File: config.mk
export PLATFORM = sky130hd
export DESIGN_NAME = tfsr_top
export DESIGN_NICKNAME = d
export VERILOG_FILES = /design/src/rtl/tfsr_pkg.sv /design/src/rtl/tfsr_buf.sv /design/src/rtl/tfsr_top.sv
export SDC_FILE = /design/constraint.sdc
export NUM_CORES = 1
export LEC_CHECK = 0
export BUFFER_PORTS_ARGS = -buffer_cell sky130_fd_sc_hd__buf_2
export CAP_MARGIN = 20
export CORE_ASPECT_RATIO = 0.8
export CORE_MARGIN = 2
export CORE_UTILIZATION = 40
export DETAILED_ROUTE_END_ITERATION = 8
export GPL_ROUTABILITY_DRIVEN = 0
export HOLD_SLACK_MARGIN = 0.03
export PLACE_DENSITY = 0.6
export SYNTH_ARGS = -nofsm -noshare
export SYNTH_HDL_FRONTEND = slang
export SYNTH_SLANG_ARGS = --single-unit
File: constraint.sdc
create_clock -name pclk -period 5.7 [get_ports pclk]
set_input_delay 0.855 -clock pclk [delete_from_list [all_inputs] [get_ports pclk]]
set_output_delay 0.855 -clock pclk [all_outputs]
set_load 0.01 [all_outputs]
File: src/rtl/tfsr_pkg.sv
// Purpose: Shared constants and types of the trace filter and resolver
// Assumes: One clock, APB register access, 32-bit data
// Notes: Sequence values run 0..Q-1, held in SEQ_W bits
package tfsr_pkg;
   // -----------------------------------------------------------------
   // Sizes
   // -----------------------------------------------------------------
   localparam int TAG_W = 3;
   localparam int NTAG = 8;
   localparam int SEQ_W = 5;
   localparam logic [4:0] Q_V = 5'h10;
   localparam int NCMP = 8;
   localparam int NRES = 4;
   localparam int NLVL = 7;
   // -----------------------------------------------------------------
   // Register offsets
   // -----------------------------------------------------------------
   localparam logic [7:0] OFF_CTRL = 8'h00;
   localparam logic [7:0] OFF_SEL = 8'h04;
   localparam logic [7:0] OFF_SPEC = 8'h08;
   localparam logic [7:0] OFF_STAT = 8'h0C;
   // -----------------------------------------------------------------
   // Field positions
   // -----------------------------------------------------------------
   localparam int CTRL_INIT = 0;
   localparam int CTRL_SS = 1;
   localparam int CTRL_ESEL = 2;
   localparam int CTRL_ETYPE = 4;
   localparam int CTRL_EXCL = 5;
   localparam int SEL_SAC_START = 0;
   localparam int SEL_PE_START = 8;
   localparam int SEL_SAC_STOP = 16;
   localparam int SEL_PE_STOP = 24;
   localparam int STAT_X = 0;
   localparam int STAT_G = 8;
   localparam int STAT_OUT = 16;
   localparam int STAT_TV = 24;
   localparam int STAT_SMP = 28;
   // -----------------------------------------------------------------
   // Reset values
   // -----------------------------------------------------------------
   localparam logic [11:0] RST_CTRL = 12'h000;
   localparam logic [31:0] RST_SEL = 32'h0000_0000;
   localparam logic [4:0] RST_SPEC = 5'h0F;
   // -----------------------------------------------------------------
   // Carriers
   // -----------------------------------------------------------------
   typedef struct packed {
      logic [TAG_W-1:0] tag;
      logic has_p0;
      logic prohibited;
      logic debug;
      logic incl_ok;
      logic [2:0] level;
      logic [NCMP-1:0] sac_hit;
      logic [NCMP-1:0] pe_hit;
   } tfsr_blk_t;
   typedef struct packed {
      logic cancel;
      logic [TAG_W-1:0] tag;
   } tfsr_rs_t;
   typedef struct packed {
      logic blk;
      logic p0;
      logic [TAG_W-1:0] tag;
      logic [SEQ_W-1:0] commit_n;
      logic [SEQ_W-1:0] cancel_n;
   } tfsr_elem_t;
endpackage

File: src/rtl/tfsr_buf.sv
// Purpose: Two-entry element buffer with valid and ready on both sides
// Assumes: Writer pushes only while space is shown
// Notes: space_next tells the writer the room after this edge
`timescale 1ns/1ps
module tfsr_buf #(
   parameter int W = 8
) (
   // Clock and reset
   input wire logic clk,
   input wire logic rst_n,
   // Fill side
   input wire logic in_valid,
   input wire logic [W-1:0] in_data,
   output logic in_ready,
   output logic space_next,
   // Drain side
   output logic out_valid,
   output logic [W-1:0] out_data,
   input wire logic out_ready
);
   typedef struct packed {
      logic [1:0][W-1:0] mem;
      logic [1:0] cnt;
      logic vld;
      logic rdy;
   } tfsr_buf_st_t;
   tfsr_buf_st_t s_reg, s_next;

   // Pop from head, push behind remaining entry
   always_comb begin
      s_next = s_reg;
      if (s_reg.vld && out_ready) begin
         s_next.mem[0] = s_reg.mem[1];
         s_next.cnt = s_reg.cnt - 2'd1;
      end
      if (in_valid && s_reg.rdy) begin
         s_next.mem[s_next.cnt[0]] = in_data;
         s_next.cnt = s_next.cnt + 2'd1;
      end
      s_next.vld = (s_next.cnt != 2'd0);
      s_next.rdy = (s_next.cnt != 2'd2);
   end

   // State register
   always_ff @(posedge clk or negedge rst_n) begin
      if (!rst_n) begin
         s_reg <= '0;
         s_reg.rdy <= 1'b1;
      end else begin
         s_reg <= s_next;
      end
   end

   assign in_ready = s_reg.rdy;
   assign space_next = s_next.rdy;
   assign out_valid = s_reg.vld;
   assign out_data = s_reg.mem[0];
endmodule

File: src/rtl/tfsr_top.sv
// Purpose: Speculation resolver and instruction view filter for one core
// Assumes: Core inputs are on pclk; software programs via APB
// Notes: Resolve or cancel is handled before a new block in one cycle
`timescale 1ns/1ps
// How it works
// - Init loads table and sequence with committed
// - Traced branch block advances sequence, stores mapping
// - Resolve youngest tag yields commit count
// - Cancel oldest tag yields cancel count
// - Outstanding speculation never exceeds configured depth
// - View is zero when prohibited or debug
// - While view high every instruction traced
// - View high anywhere traces whole block
// - View rising traces next branch element
// - May trace low-view branch revealing earlier
// - Target address need not be traced
// - Event select and type form resource term
// - Resource input sampled when block processed
// - No sampling in cycles without blocks
// - Level term is inverse of exclude bit
// - Enabled comparator match marks start point
// - Start/stop term and state update equation
module tfsr_top
   import tfsr_pkg::*;
(
   // Clock and reset
   input wire logic pclk,
   input wire logic presetn,
   // APB slave
   input wire logic psel,
   input wire logic penable,
   input wire logic pwrite,
   input wire logic [7:0] paddr,
   input wire logic [31:0] pwdata,
   output logic [31:0] prdata,
   output logic pready,
   output logic pslverr,
   // Instruction blocks from the core
   input wire logic blk_valid,
   input wire tfsr_blk_t blk,
   input wire logic [NRES-1:0] res_in,
   output logic blk_ready,
   // Resolve and cancel from the core
   input wire logic rs_valid,
   input wire tfsr_rs_t rs,
   output logic rs_ready,
   // Elements to trace generation
   output logic elem_valid,
   output tfsr_elem_t elem,
   input wire logic elem_ready,
   // View status
   output logic trace_view
);
   // ---------------------------------------------------------------
   // Modulo-q arithmetic
   // ---------------------------------------------------------------
   function automatic logic [SEQ_W-1:0] mod_inc(input logic [SEQ_W-1:0] a);
      mod_inc = (a == Q_V - 5'h01) ? 5'h00 : a + 5'h01;
   endfunction

   function automatic logic [SEQ_W-1:0] mod_sub(input logic [SEQ_W-1:0] a,
                                                 input logic [SEQ_W-1:0] b);
      mod_sub = (a >= b) ? a - b : a + Q_V - b;
   endfunction

   // ---------------------------------------------------------------
   // State
   // ---------------------------------------------------------------
   typedef struct packed {
      logic [NTAG-1:0][SEQ_W-1:0] map;
      logic [SEQ_W-1:0] x;
      logic [SEQ_W-1:0] gamma;
      logic [SEQ_W-1:0] maxspec;
      logic [1:0] esel;
      logic etype;
      logic [NLVL-1:0] excl;
      logic ss;
      logic [31:0] sel;
      logic pend;
      logic tv;
      logic [NRES-1:0] sample;
      logic blk_ready;
      logic rs_ready;
      logic [31:0] prdata;
      logic pready;
      logic pslverr;
   } tfsr_st_t;
   tfsr_st_t s, n;

   logic acc_blk, acc_rs, wr, init_wr, start_hit, stop_hit, s_term;
   logic e_term, n_term, tv, traced, push, space_next;
   logic [SEQ_W-1:0] rs_map, commit_n, cancel_n;
   tfsr_elem_t push_d;

   // Handshakes and filter terms
   assign acc_blk = blk_valid && s.blk_ready;
   assign acc_rs = rs_valid && s.rs_ready;
   assign wr = psel && penable && s.pready && pwrite && !s.pslverr;
   assign init_wr = wr && paddr == OFF_CTRL && pwdata[CTRL_INIT];
   assign rs_map = s.map[rs.tag];
   assign start_hit = |(blk.sac_hit & s.sel[SEL_SAC_START +: NCMP])
                    | |(blk.pe_hit & s.sel[SEL_PE_START +: NCMP]);
   assign stop_hit = |(blk.sac_hit & s.sel[SEL_SAC_STOP +: NCMP])
                   | |(blk.pe_hit & s.sel[SEL_PE_STOP +: NCMP]);
   assign s_term = s.ss || start_hit;
   assign e_term = (blk.level < 3'd7) && !s.excl[blk.level];
   assign n_term = s.etype ? (res_in[s.esel] && res_in[s.esel ^ 2'd1])
                           : res_in[s.esel];
   assign tv = !(blk.prohibited || blk.debug)
             && s_term && blk.incl_ok && e_term && n_term;
   // Branch traced while view high or an earlier view is unrevealed
   assign traced = blk.has_p0 && (tv || s.pend);

   // ---------------------------------------------------------------
   // Next state
   // ---------------------------------------------------------------
   always_comb begin
      n = s;
      commit_n = 5'h00;
      cancel_n = 5'h00;
      // APB answer one cycle after setup
      n.pready = psel && !penable;
      n.pslverr = 1'b0;
      if (psel && !penable) begin
         n.prdata = 32'h0000_0000;
         unique case (paddr)
            OFF_CTRL: begin
               n.prdata[CTRL_SS] = s.ss;
               n.prdata[CTRL_ESEL +: 2] = s.esel;
               n.prdata[CTRL_ETYPE] = s.etype;
               n.prdata[CTRL_EXCL +: NLVL] = s.excl;
            end
            OFF_SEL: n.prdata = s.sel;
            OFF_SPEC: n.prdata[SEQ_W-1:0] = s.maxspec;
            OFF_STAT: begin
               n.prdata[STAT_X +: SEQ_W] = s.x;
               n.prdata[STAT_G +: SEQ_W] = s.gamma;
               n.prdata[STAT_OUT +: SEQ_W] = mod_sub(s.x, s.gamma);
               n.prdata[STAT_TV] = s.tv;
               n.prdata[STAT_SMP +: NRES] = s.sample;
            end
            default: n.pslverr = 1'b1;
         endcase
      end
      // Register writes
      if (wr) begin
         unique case (paddr)
            OFF_CTRL: begin
               n.esel = pwdata[CTRL_ESEL +: 2];
               n.etype = pwdata[CTRL_ETYPE];
               n.excl = pwdata[CTRL_EXCL +: NLVL];
            end
            OFF_SEL: n.sel = pwdata;
            OFF_SPEC: n.maxspec = pwdata[SEQ_W-1:0];
            default: n.maxspec = s.maxspec;
         endcase
      end
      // Resolve or cancel
      if (acc_rs) begin
         if (rs.cancel) begin
            cancel_n = mod_sub(s.x, rs_map);
            n.x = rs_map;
         end else begin
            commit_n = mod_sub(rs_map, s.gamma);
            n.gamma = rs_map;
         end
      end
      // New block
      if (acc_blk) begin
         n.sample = res_in;
         n.ss = s_term && !stop_hit;
         n.tv = tv;
         n.pend = !traced && (s.pend || tv);
         if (traced) begin
            n.x = mod_inc(n.x);
            n.map[blk.tag] = n.x;
         end
      end
      // Software start/stop state wins over block update
      if (wr && paddr == OFF_CTRL) begin
         n.ss = pwdata[CTRL_SS];
      end
      // Reload table and sequence from committed indicator
      if (init_wr) begin
         for (int i = 0; i < NTAG; i++) begin
            n.map[i] = n.gamma;
         end
         n.x = n.gamma;
         n.pend = 1'b0;
      end
      // Block accepted only with room for one more speculative element
      n.rs_ready = space_next;
      n.blk_ready = space_next && (mod_sub(n.x, n.gamma) < n.maxspec);
   end

   // Element for trace generation, one per cycle at most
   always_comb begin
      push_d.blk = acc_blk && (tv || traced);
      push_d.p0 = acc_blk && traced;
      push_d.tag = blk.tag;
      push_d.commit_n = commit_n;
      push_d.cancel_n = cancel_n;
      push = push_d.blk || commit_n != 5'h00 || cancel_n != 5'h00;
   end

   // ---------------------------------------------------------------
   // Registers
   // ---------------------------------------------------------------
   always_ff @(posedge pclk or negedge presetn) begin
      if (!presetn) begin
         s <= '0;
         s.maxspec <= RST_SPEC;
         s.esel <= RST_CTRL[CTRL_ESEL +: 2];
         s.etype <= RST_CTRL[CTRL_ETYPE];
         s.excl <= RST_CTRL[CTRL_EXCL +: NLVL];
         s.sel <= RST_SEL;
      end else begin
         s <= n;
      end
   end

   // Element buffer towards trace generation
   tfsr_buf #(.W($bits(tfsr_elem_t))) u_buf (
      .clk(pclk),
      .rst_n(presetn),
      .in_valid(push),
      .in_data(push_d),
      .in_ready(),
      .space_next(space_next),
      .out_valid(elem_valid),
      .out_data(elem),
      .out_ready(elem_ready)
   );

   // Outputs
   assign prdata = s.prdata;
   assign pready = s.pready;
   assign pslverr = s.pslverr;
   assign blk_ready = s.blk_ready;
   assign rs_ready = s.rs_ready;
   assign trace_view = s.tv;
endmodule

## Word level (Yosys, flattened, before mapping)

Cells that the tools add are included.

- Divide/modulo/power cells: 0
- Bitwise logic cells: 7
- Order comparisons: 14
- Add/sub/neg operators: 14
- Eq/ne operators: 5
- Multiply operators: 0
- Reduce and logical (&&, ||, !) cells: 52
- Multiplexer cells: 52
- Shift-type cells: 0

Operators with widths:

| kind | count |
|---|---|
| 2-to-1 mux 45 bit | 3 |
| 2-to-1 mux 5 bit | 14 |
| bitwise mux 40 bit | 1 |
| subtractor 5 bit | 8 |
| 2-to-1 mux 17 bit | 2 |
| bitwise AND 8 bit | 4 |
| OR reduction 8 bit | 4 |
| bitwise mux 30 bit | 1 |
| 2-to-1 mux 15 bit | 2 |
| logical AND 1 bit | 25 |
| greater-or-equal comparator 5 bit | 4 |
| 2-to-1 mux 10 bit | 2 |
| equality test 8 x 4 -> 1 bit (second input constant) | 2 |
| case mux 4 bit (4 select lines) | 1 |
| adder 5 bit (second input constant) | 3 |
| binary-select mux 5 bit (select 3 bit) | 1 |
| demux 15 bit (select 1 bit) | 1 |
| demux 5 bit (select 3 bit) | 1 |
| < comparator 3 x 4 -> 1 bit (second input constant) | 3 |
| case mux 4 bit (3 select lines) | 1 |
| case mux 5 bit (2 select lines) | 1 |
| nonzero test 5 bit | 2 |
| 2-to-1 mux 1 bit | 9 |
| 2-to-1 mux 3 bit | 3 |
| 27 further kinds | 46 |

- Latch bits: 0
- Output and inout port bits: 53
- Flip-flop bits (word level): 174
- Input bits: 82
- Memory bits (writable): 0
- ROM bits: 0
- Memories kept: 0
- Word-level logic and storage cells: 173

## Depth between registers and ports, before layout

Gate-level depths: netlist of run 1.

- Depth after elaboration: 18
- Mapped depth: 23
- Mapped depth without buffers: 22

## Cells and area by module

Synthesis of run 1 repeated with hierarchy kept, for this count alone.

- Cells, all modules: 866
- Area total of the unflattened synthesis: 9888.2 um^2

By module, submodules not included:

| module | instances | sequential area each (um^2) | area an instance (um^2) | cells each |
|---|---|---|---|---|
| tfsr_top | 1 | 3508.4 | 8214.1 | 752 |
| tfsr_buf | 1 | 852.1 | 1674.1 | 114 |

## Worst setup path before layout of run 1

Ideal clock, no wire load.

- Path kind: input -> register
- Start point: in rs[0] in the netlist's numbering
- End point: reg u_buf.s_reg[32] in the netlist's numbering
- Setup time: 125 ps
- Arrival: 4729 ps
- Stages on the path: 15
- Buffers on the path: 3
- Data required time: 5575 ps
- Slack: 846 ps
- Path through: buf_6 mux4_2 mux2i_2 inv_1 ha_1 ha_1 fa_1 a21o_1 a311o_1 o41ai_2 inv_1 ha_1 clkbuf_1 buf_1 mux2_2

- Longest elaborated chain between the ends: 11
- Elaborated cells on any way between the ends: 20
- Classes of those cells: add/sub: 5; order compare: 2; mux: 8; reduce/logical: 5

RTL lines:

| item | RTL line | RTL |
|---|---|---|
| start: declaration | tfsr_top.sv:45 | `input wire tfsr_rs_t rs,` |
| binary-select mux 5 bit (select 3 bit) * | tfsr_top.sv:100 | `assign rs_map = s.map[rs.tag];` |
| 2-to-1 mux 5 bit (not written as such) * | tfsr_top.sv:100 |  |
| adder 5 bit | tfsr_top.sv:63 | `mod_sub = (a >= b) ? a - b : a + Q_V - b;` |
| subtractor 5 bit | tfsr_top.sv:63 |  |
| 2-to-1 mux 5 bit | tfsr_top.sv:63 |  |
| 2-to-1 mux 5 bit | tfsr_top.sv:160 | `if (rs.cancel) begin` |
| 2-to-1 mux 5 bit | tfsr_top.sv:159 | `if (acc_rs) begin` |
| nonzero test 5 bit | tfsr_top.sv:203 | `push = push_d.blk \|\| commit_n != 5'h00 \|\| cancel_n != 5'h00;` |
| logical OR 1 bit | tfsr_top.sv:203 |  |
| logical OR 1 bit * | tfsr_top.sv:203 |  |
| logical AND 1 bit * | tfsr_buf.sv:36 | `if (in_valid && s_reg.rdy) begin` |
| end signal: assignment | tfsr_buf.sv:50 | `s_reg <= s_next;` |
| end: declaration | tfsr_buf.sv:27 | `tfsr_buf_st_t s_reg, s_next;` |

Mark *: on every way between the ends. The rest lies on a longest branch, timed or not. The select of a mux whose other input is x is not followed.
A chain may end at the register's enable or synchronous reset.

==> results of run 1 <==
-- critical path, cell delays in order --
cell	delay (ns)
buf_2	0.32
mux4_2	0.57
mux2i_2	0.39
o21ai_1	0.22
ha_1	0.27
nor3b_1	0.17
nand2_1	0.07
nand2_1	0.07
mux2_2	0.28
o21a_1	0.17
ha_1	0.21
inv_1	0.08
and3_1	0.18
a311oi_1	0.06
o21ai_0	0.43
o21ai_0	0.18
ha_1	0.29
o21ai_0	0.18
a21oi_1	0.07
a211oi_1	0.22
-- per-stage QoR --
step | util | power [W] | hold WS [ns] | cell area [um^2] | worst slack, ns
2_1_floorplan | - | 0.00256 | 0.440 | 9780 | 0.846
3_3_place_gp | 0.433 | 0.00288 | 0.448 | 10500 | 0.346
3_5_place_dp | 0.433 | 0.00290 | 0.450 | 10500 | 0.286
4_1_cts | 0.457 | 0.00407 | 0.468 | 11000 | 0.698
5_1_grt | 0.458 | 0.00431 | 0.500 | 11100 | 0.402
6_report | 0.458 | 0.00404 | 0.464 | 11100 | 0.738
-- final timing paths --
| check | to | startpoint |
|---|---|---|
| max | blk_ready | rs[0] |
| min | prdata[27] | prdata[27] |
| max reg2reg | blk_ready | s[79] |
| min reg2reg | prdata[27] | prdata[27] |
| max in group asynchronous | s[85] | presetn |
| min in group asynchronous | u_buf.s_reg[21] | presetn |
-- cell usage after synthesis (8+ instances only) --
master,count
a211oi_1,9
a21oi_1,30
a22o_1,8
a22oi_1,18
buf_4,47
clkbuf_1,25
dfrtp_1,169
fa_1,12
ha_1,32
inv_1,48
mux2_2,98
mux2i_1,38
mux4_2,12
nand2_1,80
nand2b_1,9
nand3_1,26
nor2_1,33
o21ai_0,49
xnor2_1,8
-- layer usage --
metal / share of wire / vias to the layer above
met1: 0.49 / 3410
met5: 0.0010 / -
met4: 0.016 / 4
met2: 0.44 / 150
met3: 0.055 / 29
li1: - / 3242
-- cell families (layout without fill, tap and decap cells) --
family,Yosys count,in the layout,synth area share
and+or+nand+nor,195,195,0.0962
xor gates and xnor gates,14,14,0.0133
adders and majority gates,44,44,0.0655
muxes,154,154,0.188
DFF,174,174,0.446
other,0,4,0
AOI/OAI and AO/OA,163,163,0.123
buffers and inverters,128,226,0.0682
-- power by group --
group | switching [W] | internal (W)
combinational | 0.000757 | 0.000614
clock | 0.000566 | 0.000582
sequential | 0.000110 | 0.00141
-- final cells by class --
class                   count  share of cell area
flip-flops and latches    174               0.394
repair buffers            146              0.0711
clock buffers              17              0.0384
diodes                      4            0.000904
well taps                 318              0.0359
clock inverters            14              0.0137
multi-input cells         570               0.430
inverters                  49              0.0166
==> results by group, run 1 <==
Run status
  • Outcome: finished clean

Routing
  • Number of detailed-route iterations in the first pass: 4
  • Via Count: around 6800
  • Number of nets still failing antenna checks after routing: 0
  • Routed vias/inst: 5.29
  • Average detailed-routed wire length per instance: roughly 19 um
  • Routed wire length: 24300 um
  • Iteration-0 DRC Markers: 487
  • Drt drc: 0

Synth
  • Area of the mapped netlist: 9780 um^2
  • Primary flip-flop cell chosen by synthesis mapping: dfrtp_1
  • Cell type contributing the most total cell area after synthesis: dfrtp_1
  • Synth async-reset ratio: 1.00
  • EDFF count, synth: 0
  • Number of different library cells in the post-synthesis netlist: 78
  • Mean post-synth cell area: 11.2 um^2
  • Gate count after technology mapping: 872
  • Post-synth net total: ~1000
  • Fraction of post-synthesis cell area in the top cell type by area: 0.432
  • Yosys Warn Count: 0
  • Cell types with the largest area share after synthesis: dfrtp_1 (43%), mux2_2 (11%), ha_1 (4.1%)
  • Post-synthesis sequential area ratio: 0.446
  • Number of flip-flops and latches in the synthesized netlist: around 170

Worst setup path
  • Data arrival time at the worst-slack endpoint: between 5 and 6 ns
  • Worst EP required: approximately 6 ns
  • CP Class: input port to flop
  • R2r setup slk: 1.19 ns
  • Capturing element type of the critical path: flop
  • Critical path launch point type: input port
  • Critical-path maximum fanout: 10
  • R2R depth: 17

GRT
  • Layer carrying the most global-route usage: met2
  • Global routing met3 resource utilization: 0.0511
  • Routing usage on met2: 0.287
  • Via count of the first global-routing pass: 6827
  • Initial antenna violation count: 6
  • Overflow after GRT: 0
  • Met1 Track Usage GR: 0.284
  • GRT Total Usage: 0.196
  • Pin count of the biggest net entering global routing: 90
  • Wire length of the first global-routing pass: 38200 um

Floorplan
  • Number of placement rows: 51
  • Die Y-Extent: 144 um
  • Chip width: 179 um
  • Core Footprint: 24200 um^2
  • Die area: 25700 um^2
  • Top-level port count: about 140
  • Initial core utilization: 0.404

CTS
  • CTS Root Buffer Type: clkbuf_16
  • Number of clock sinks: 174
  • Setup bufs post-CTS: 0
  • Clock buffer count from CTS: 17
  • CTS tree: built
  • CTS Buffer Depth: 2
  • Hold Buf Count CTS: 0
  • Clock insertion delay at the later pin of the skew report: 0.44 ns
  • Clock transition at the register clock pins on the worst setup and hold paths after CTS: 0.08 ns
  • Post_cts resized: 0
  • Number of H-tree levels: 4

STA
  • Worst slew margin relative to its limit: 0.402
  • Min Tclk post-route: 4.96 ns
  • Max frequency: 202 MHz
  • Transition time at the pin with the least slew margin: ~0.9 ns
  • Final Cycle Share: 0.871
  • Final hold violation count: 0
  • Total count of max-transition violations in the final report: 0
  • Setup TNS Final: 0 ns
  • Clock Skew: 0.0154 ns
  • Total setup violations reported at the end of the flow: 0
  • RSZ-0062 raised after global routing: false

Pwr
  • Highest ir drop seen on vdd: approximately 0.24 mV
  • Power per Cell Area: about 370 nW/um^2
  • Static leakage: 5.41 nW

Final layout
  • Final non-filler cell total: 1292
  • Ratio of cells with drive above 1 in the final layout: 0.338
  • Filler cell count: approximately 2300
  • Area occupied by multi-input gates: ~4800 um^2
  • Most used cells in the layout excluding fill and tap cells: dfrtp_1 (169), buf_2 (133), mux2_2 (98)
  • Flip-flop count of the largest register after layout: ~100
  • Area growth from synthesis to layout: 13.2%
  • Number of nets in the layout: between 1000 and 1500
  • Reg area: 4360 um^2
  • Most frequent standard cell in the layout excluding fill and tap cells: dfrtp_1

Hold path
  • Hold path depth: 2
  • Worst min path class: flop to flop

Place
  • DPL Wire Length: roughly 18000 um
  • Number of placed instances with taps included: 1255
  • Number of I/O port buffers: 134

Job
  • Max Cap Viol: 0
Note: power is estimated with default switching activity, not from simulation.
==> run 2, diff against run 1 <==
--- a/config.mk
+++ b/config.mk
@@ -5,11 +5,13 @@
 export SDC_FILE = /design/constraint.sdc
 export NUM_CORES = 1
 export LEC_CHECK = 0
+export ABC_AREA = 1
 export BUFFER_PORTS_ARGS = -buffer_cell sky130_fd_sc_hd__buf_2
 export CAP_MARGIN = 20
 export CORE_ASPECT_RATIO = 0.8
 export CORE_MARGIN = 2
 export CORE_UTILIZATION = 40
+export CTS_CLUSTER_SIZE = 10
 export DETAILED_ROUTE_END_ITERATION = 8
 export GPL_ROUTABILITY_DRIVEN = 0
 export HOLD_SLACK_MARGIN = 0.03
==> results by group, run 2 <==
Pwr
  • Internal: 0.00281 W
  • Power per Cell Area: approximately 420 nW/um^2
  • Switching Share: 0.402
  • Share of total power in sequential cells: 0.341
  • Portion of total power attributed to the clock network: 0.270
  • Fraction of power consumed by combinational cells: 0.389
  • Net switching power: 0.00189 W
  • Highest ir drop seen on vdd: roughly 0.27 mV
  • Static leakage: 5.74 nW

Final layout
  • Flip-flop count of the largest register after layout: around 100
  • Post-route core utilization: 0.458
  • Area growth from synthesis to layout: 12.9%
  • Number of nets in the layout: around 1400
  • Final non-filler cell total: 1597
  • Most frequent standard cell in the layout excluding fill and tap cells: nand2_1
  • Most used cells in the layout excluding fill and tap cells: nand2_1 (322), dfrtp_1 (169), buf_2 (133)
  • Ratio of cells with drive above 1 in the final layout: 0.192

Worst setup path
  • Critical path launch point type: input port
  • Data arrival time at the worst-slack endpoint: 5.00 ns
  • Worst EP required: 6.06 ns
  • Capturing element type of the critical path: flop
  • CP Class: input port to flop
  • Critical-path maximum fanout: 34

Synth
  • Gate count after technology mapping: 1185
  • Post-synth net total: 1311
  • Top cells by instance count after synthesis: nand2_1 (322), dfrtp_1 (169), inv_1 (131)
  • Mean post-synth cell area: 8.30 um^2
  • Main combinational cell family by area after synthesis: simple AND/OR/NAND/NOR gates
  • Yosys Warn Count: 0
  • Cell type contributing the most total cell area after synthesis: dfrtp_1
  • Fraction of post-synthesis cell area in the top cell type by area: 0.430
  • Cell types with the largest area share after synthesis: dfrtp_1 (43%), nand2_1 (12%), inv_1 (5.0%)
  • Synth async-reset ratio: 1.00
  • Number of flip-flops and latches in the synthesized netlist: 174
  • Multiplexer area fraction after synthesis: 0.0329
  • Area share of fa/ha/maj cells after synthesis: 0.0651
  • Post-synthesis share of cell area spent on and, or, nand and nor gates: 0.215
  • Number of different library cells in the post-synthesis netlist: 54
  • Most common cell in the synthesized netlist: nand2_1
  • EDFF count, synth: 0
  • Synthesized-area fraction occupied by xor and xnor cells: 0.00801
  • Compound-cell area share of the yosys netlist: 0.129
  • Area of the mapped netlist: 9840 um^2
  • Primary flip-flop cell chosen by synthesis mapping: dfrtp_1
  • Post-synthesis sequential area ratio: 0.443

GRT
  • Via count of the first global-routing pass: 7642
  • Wire length of the first global-routing pass: 41300 um
  • GRT Total Usage: 0.208
  • Pin count of the biggest net entering global routing: 175
  • Initial antenna violation count: 2
  • Overflow after GRT: 0

Routing
  • Average detailed-routed wire length per instance: 16.2 um
  • Iteration-0 DRC Markers: 551
  • Number of nets still failing antenna checks after routing: 0
  • Routed wire length: 25800 um
  • Via Count: 7985
  • Routed vias/inst: approximately 5.0
  • Drt drc: 0
  • Number of detailed-route iterations in the first pass: 4

STA
  • Max frequency: 216 MHz
  • Setup TNS Final: 0 ns
  • Tightest hold margin: 0.481 ns
  • Total setup violations reported at the end of the flow: 0
  • Total count of max-transition violations in the final report: 0
  • Final Cycle Share: 0.814
  • Transition time at the pin with the least slew margin: 1.03 ns
  • Worst slew margin relative to its limit: 0.310
  • Clock Skew: 0.0119 ns
  • RSZ-0062 raised after global routing: false
  • Min Tclk post-route: 4.64 ns
  • Least setup slack across all paths after layout: around 1.1 ns
  • Final hold violation count: 0

CTS
  • CTS Buffer Depth: 2
  • Post_cts resized: 0
  • Number of H-tree levels: 4
  • Setup bufs post-CTS: 0
  • CTS Root Buffer Type: clkbuf_16
  • CTS tree: built
  • Clock insertion delay at the later pin of the skew report: 0.45 ns
  • Clock buffer count from CTS: 17
  • Number of clock sinks: 174
  • Hold Buf Count CTS: 0
  • Clock transition at the register clock pins on the worst setup and hold paths after CTS: 0.08 ns

Job
  • Max Cap Viol: 0

Place
  • Pre-CTS setup slack: around 0.72 ns
  • DPL Wire Length: approximately 19000 um
  • Number of placed instances with taps included: approximately 1600
  • Number of I/O port buffers: 134

Floorplan
  • Top-level port count: 135
  • Number of placement rows: 51
  • Die Y-Extent: 144 um
  • Initial core utilization: 0.406
  • Die area: roughly 26000 um^2
  • Chip width: 179 um
  • Core Footprint: 24200 um^2

Hold path
  • Worst min path class: flop to flop

Run status
  • Outcome: finished clean
run 2: kinds of logic (layout without fill, tap and decap cells):
kind of cell	Yosys count	in the layout
simple gates	488	488
fa+ha+maj	44	44
flops	174	174
buf+inv	219	312
compound gates	222	222
mux	29	29
other cells	0	1
xor+xnor	9	9
run 2: stage by stage:
| step | area, um^2 | power (W) |
|---|---|---|
| floorplan | 9840 | 0.00298 |
| global placement | 10500 | 0.00343 |
| detailed placement | 10500 | 0.00345 |
| CTS | 11100 | 0.00474 |
| global route | 11100 | 0.00507 |
| finish | 11100 | 0.00471 |
run 2: critical path: stages:
cell and delay, ns:
buf_2 0.42, inv_2 0.14, nand2_1 0.10, nand3_1 0.07, nand3_1 0.12, nand3_1 0.11, o21ai_2 0.13, ha_1 0.28
or2_2 0.29, o21ai_0 0.07, o21ai_0 0.17, ha_1 0.28, fa_1 0.37, o21bai_1 0.19, a21oi_1 0.16, o21ai_0 0.21
nor2_1 0.16, a31oi_1 0.05, ha_1 0.31, a21oi_1 0.15, o21a_1 0.13, nand2_1 0.07, a21oi_1 0.14
run 2: path summary, 6_finish.rpt:
path,startpoint,endpoint,slack (ns),cells past startpoint
worst max-delay path,rs[0],blk_ready,1.06,23
worst min-delay path,prdata[25],prdata[25],0.48,2
worst max register to register,rs_ready,blk_ready,1.37,20
worst min register to register,prdata[25],prdata[25],0.48,2
max in group asynchronous,presetn,u_buf.s_reg[27],4.38,2
min in group asynchronous,presetn,prdata[10],0.50,2
run 2: layout make-up:
type | instances | area (um^2)
multi-input combinational | 792 | 4430
antenna | 1 | 2.50
timing repair buffer | 140 | 734
clock buffer | 17 | 425
tap | 318 | 398
inverter | 140 | 528
clock inverter | 15 | 224
sequential | 174 | 4360
fill | 2429 | 13100
run 2: per-layer routing:
metal  up-vias  share of wire  track usage
li1       3990              -            -
met1      3799           0.50        0.306
met3        20          0.055       0.0484
met4         2          0.011       0.0420
met2       174           0.43        0.310
met5         -        0.00050            0
run 2: power groups by stage:
stage	Sequential, W	Clock (W)	Combinational (W)
final	0.00161	0.00127	0.00183
after detailed placement	0.00163	0	0.00182
after global placement	0.00163	0	0.00181
after CTS	0.00160	0.00130	0.00184
after global routing	0.00163	0.00135	0.00209
after floorplan	0.00158	0	0.00140
==> run 3, diff against run 2 <==
==> constraint.sdc (replaced) <==
create_clock -name pclk -period 4.6 [get_ports pclk]
set_input_delay 0.69 -clock pclk [delete_from_list [all_inputs] [get_ports pclk]]
set_output_delay 0.69 -clock pclk [all_outputs]
set_load 0.01 [all_outputs]
==> results by group, run 3 (synthesis results as in run 2) <==
STA
  • Final hold violation count: 0
  • RSZ-0062 raised after global routing: false
  • Transition time at the pin with the least slew margin: 0.796 ns
  • Tightest hold margin: 0.247 ns
  • Total count of max-transition violations in the final report: 0
  • Min Tclk post-route: 4.13 ns
  • Final Cycle Share: 0.897
  • Setup TNS Final: 0 ns
  • Clock Skew: 0.0195 ns
  • Total setup violations reported at the end of the flow: 0
  • Max frequency: roughly 240 MHz
  • Worst slew margin relative to its limit: 0.468

Final layout
  • Most frequent standard cell in the layout excluding fill and tap cells: nand2_1
  • Final non-filler cell total: approximately 1600
  • Ratio of cells with drive above 1 in the final layout: 0.202
  • # diodes: 0
  • Final std cell area, no fill: 11200 um^2
  • Area growth from synthesis to layout: 14.1%
  • Number of nets in the layout: 1406
  • Flip-flop count of the largest register after layout: about 100
  • Filler cell count: around 2400
  • Most used cells in the layout excluding fill and tap cells: nand2_1 (322), dfrtp_1 (169), buf_2 (133)

CTS
  • Number of H-tree levels: 4
  • CTS Buffer Depth: 2
  • CTS Root Buffer Type: clkbuf_16
  • CTS tree: built
  • Clock insertion delay at the later pin of the skew report: 0.45 ns
  • Clock transition at the register clock pins on the worst setup and hold paths after CTS: about 0.07 ns
  • Post_cts resized: 0
  • Hold Buf Count CTS: 0
  • Clock buffer count from CTS: 17
  • Number of clock sinks: 174
  • Setup bufs post-CTS: 0

Pwr
  • Tot Pwr: just under 0.006 W
  • Static leakage: 5.81 nW
  • Highest ir drop seen on vdd: 0.348 mV
  • Power per Cell Area: 525 nW/um^2

Routing
  • Iteration-0 DRC Markers: 726
  • Routed wire length: 26000 um
  • Number of detailed-route iterations in the first pass: 6
  • Drt drc: 0
  • Average detailed-routed wire length per instance: between 15 and 20 um
  • Number of nets still failing antenna checks after routing: 0
  • Via Count: 8066
  • Routed vias/inst: 5.01

Worst setup path
  • Capturing element type of the critical path: flop
  • Slowest cell delay on critical path: 0.36 ns
  • Critical path cell sequence: buf_2 > nand2_1 > o211ai_1 > nand3_1 > nand3_1 > o21ai_2 > ha_1 > or2_2 > o21ai_0 > o21ai_0 > ha_1 > fa_1 > o21bai_1 > a21oi_1 > o21ai_0 > buf_4 > nor2_1 > a31oi_1 > ha_1 > a21oi_1 > o21a_1 > nand2_1 > a21oi_1
  • Worst R2R Start: rs_ready
  • Worst EP required: 4.96 ns
  • Startpoint of the most critical setup path: rs[0]
  • Critical-path maximum fanout: 26
  • Data arrival time at the worst-slack endpoint: 4.48 ns
  • Slowest stage cell on the critical path: fa_1
  • CP Class: input port to flop
  • Top Family by Delay on Critical Path: compound AO/OA/AOI/OAI gates
  • Count of buffer and inverter cells on the critical path: 2
  • Critical path launch point type: input port

Floorplan
  • Die Y-Extent: ~140 um
  • Die area: 25900 um^2
  • Core Footprint: 24200 um^2
  • Top-level port count: 135
  • Initial core utilization: 0.406
  • Chip width: 179 um
  • Number of placement rows: 51

GRT
  • Overflow after GRT: 0
  • Pin count of the biggest net entering global routing: 105
  • Via count of the first global-routing pass: 7454
  • Wire length of the first global-routing pass: 40800 um
  • Initial antenna violation count: 1
  • GRT Total Usage: 0.207

Job
  • Max Cap Viol: 0

Run status
  • Outcome: finished clean

Place
  • Number of I/O port buffers: 134
  • DPL Wire Length: 19400 um
  • Placement-stage cell area: 10600 um^2
  • Number of placed instances with taps included: 1579

Hold path
  • Worst min path class: input port to asynchronous set/reset pin
## run 3: where the power goes
group,switching (W),total [W],internal (W)
Clock,0.000738,0.00158,0.000845
Combinational,0.00144,0.00231,0.000877
Sequential,0.000179,0.00199,0.00182
## run 3: final cells by class
class	instances	area [um^2]	area share
Sequential cell	174	4360	0.389
Multi-Input combinational cell	792	4430	0.395
Tap cell	318	398	0.0355
Inverter	140	528	0.0470
Timing Repair Buffer	155	860	0.0766
Clock buffer	17	425	0.0379
Clock inverter	15	219	0.0195
## run 3: through the flow
step	util	setup slack [ns]
5_1_grt	0.463	0.0734
3_3_place_gp	0.436	0.181
2_1_floorplan	-	0.333
3_5_place_dp	0.436	0.0550
6_report	0.463	0.474
4_1_cts	0.463	0.483
## run 3: worst paths after layout
| kind | to | slack, ns | cells after the start |
|---|---|---|---|
| worst max-delay path | blk_ready | 0.47 | 23 |
| worst min-delay path | prdata[8] | 0.25 | 1 |
| worst max register to register | blk_ready | 0.52 | 21 |
| worst min register to register | prdata[21] | 0.48 | 2 |
| max in group asynchronous | s[110] | 3.33 | 2 |
| min in group pclk | s[70] | 0.47 | 2 |
## run 3: worst reg2reg max path, delay by kind of cell (launching register included)
family          cells  cell delay [ns]
compound gates     10             1.31
fa+ha+maj           4             1.18
buf+inv             2             0.32
flops               1             0.36
simple gates        5             0.83
## run 3: layer usage
| metal | track usage | wire, um |
|---|---|---|
| met5 | 0 | 13 |
| met1 | 0.317 | 13000 |
| met4 | 0.0429 | 251 |
| met2 | 0.295 | 10900 |
| met3 | 0.0473 | 1860 |
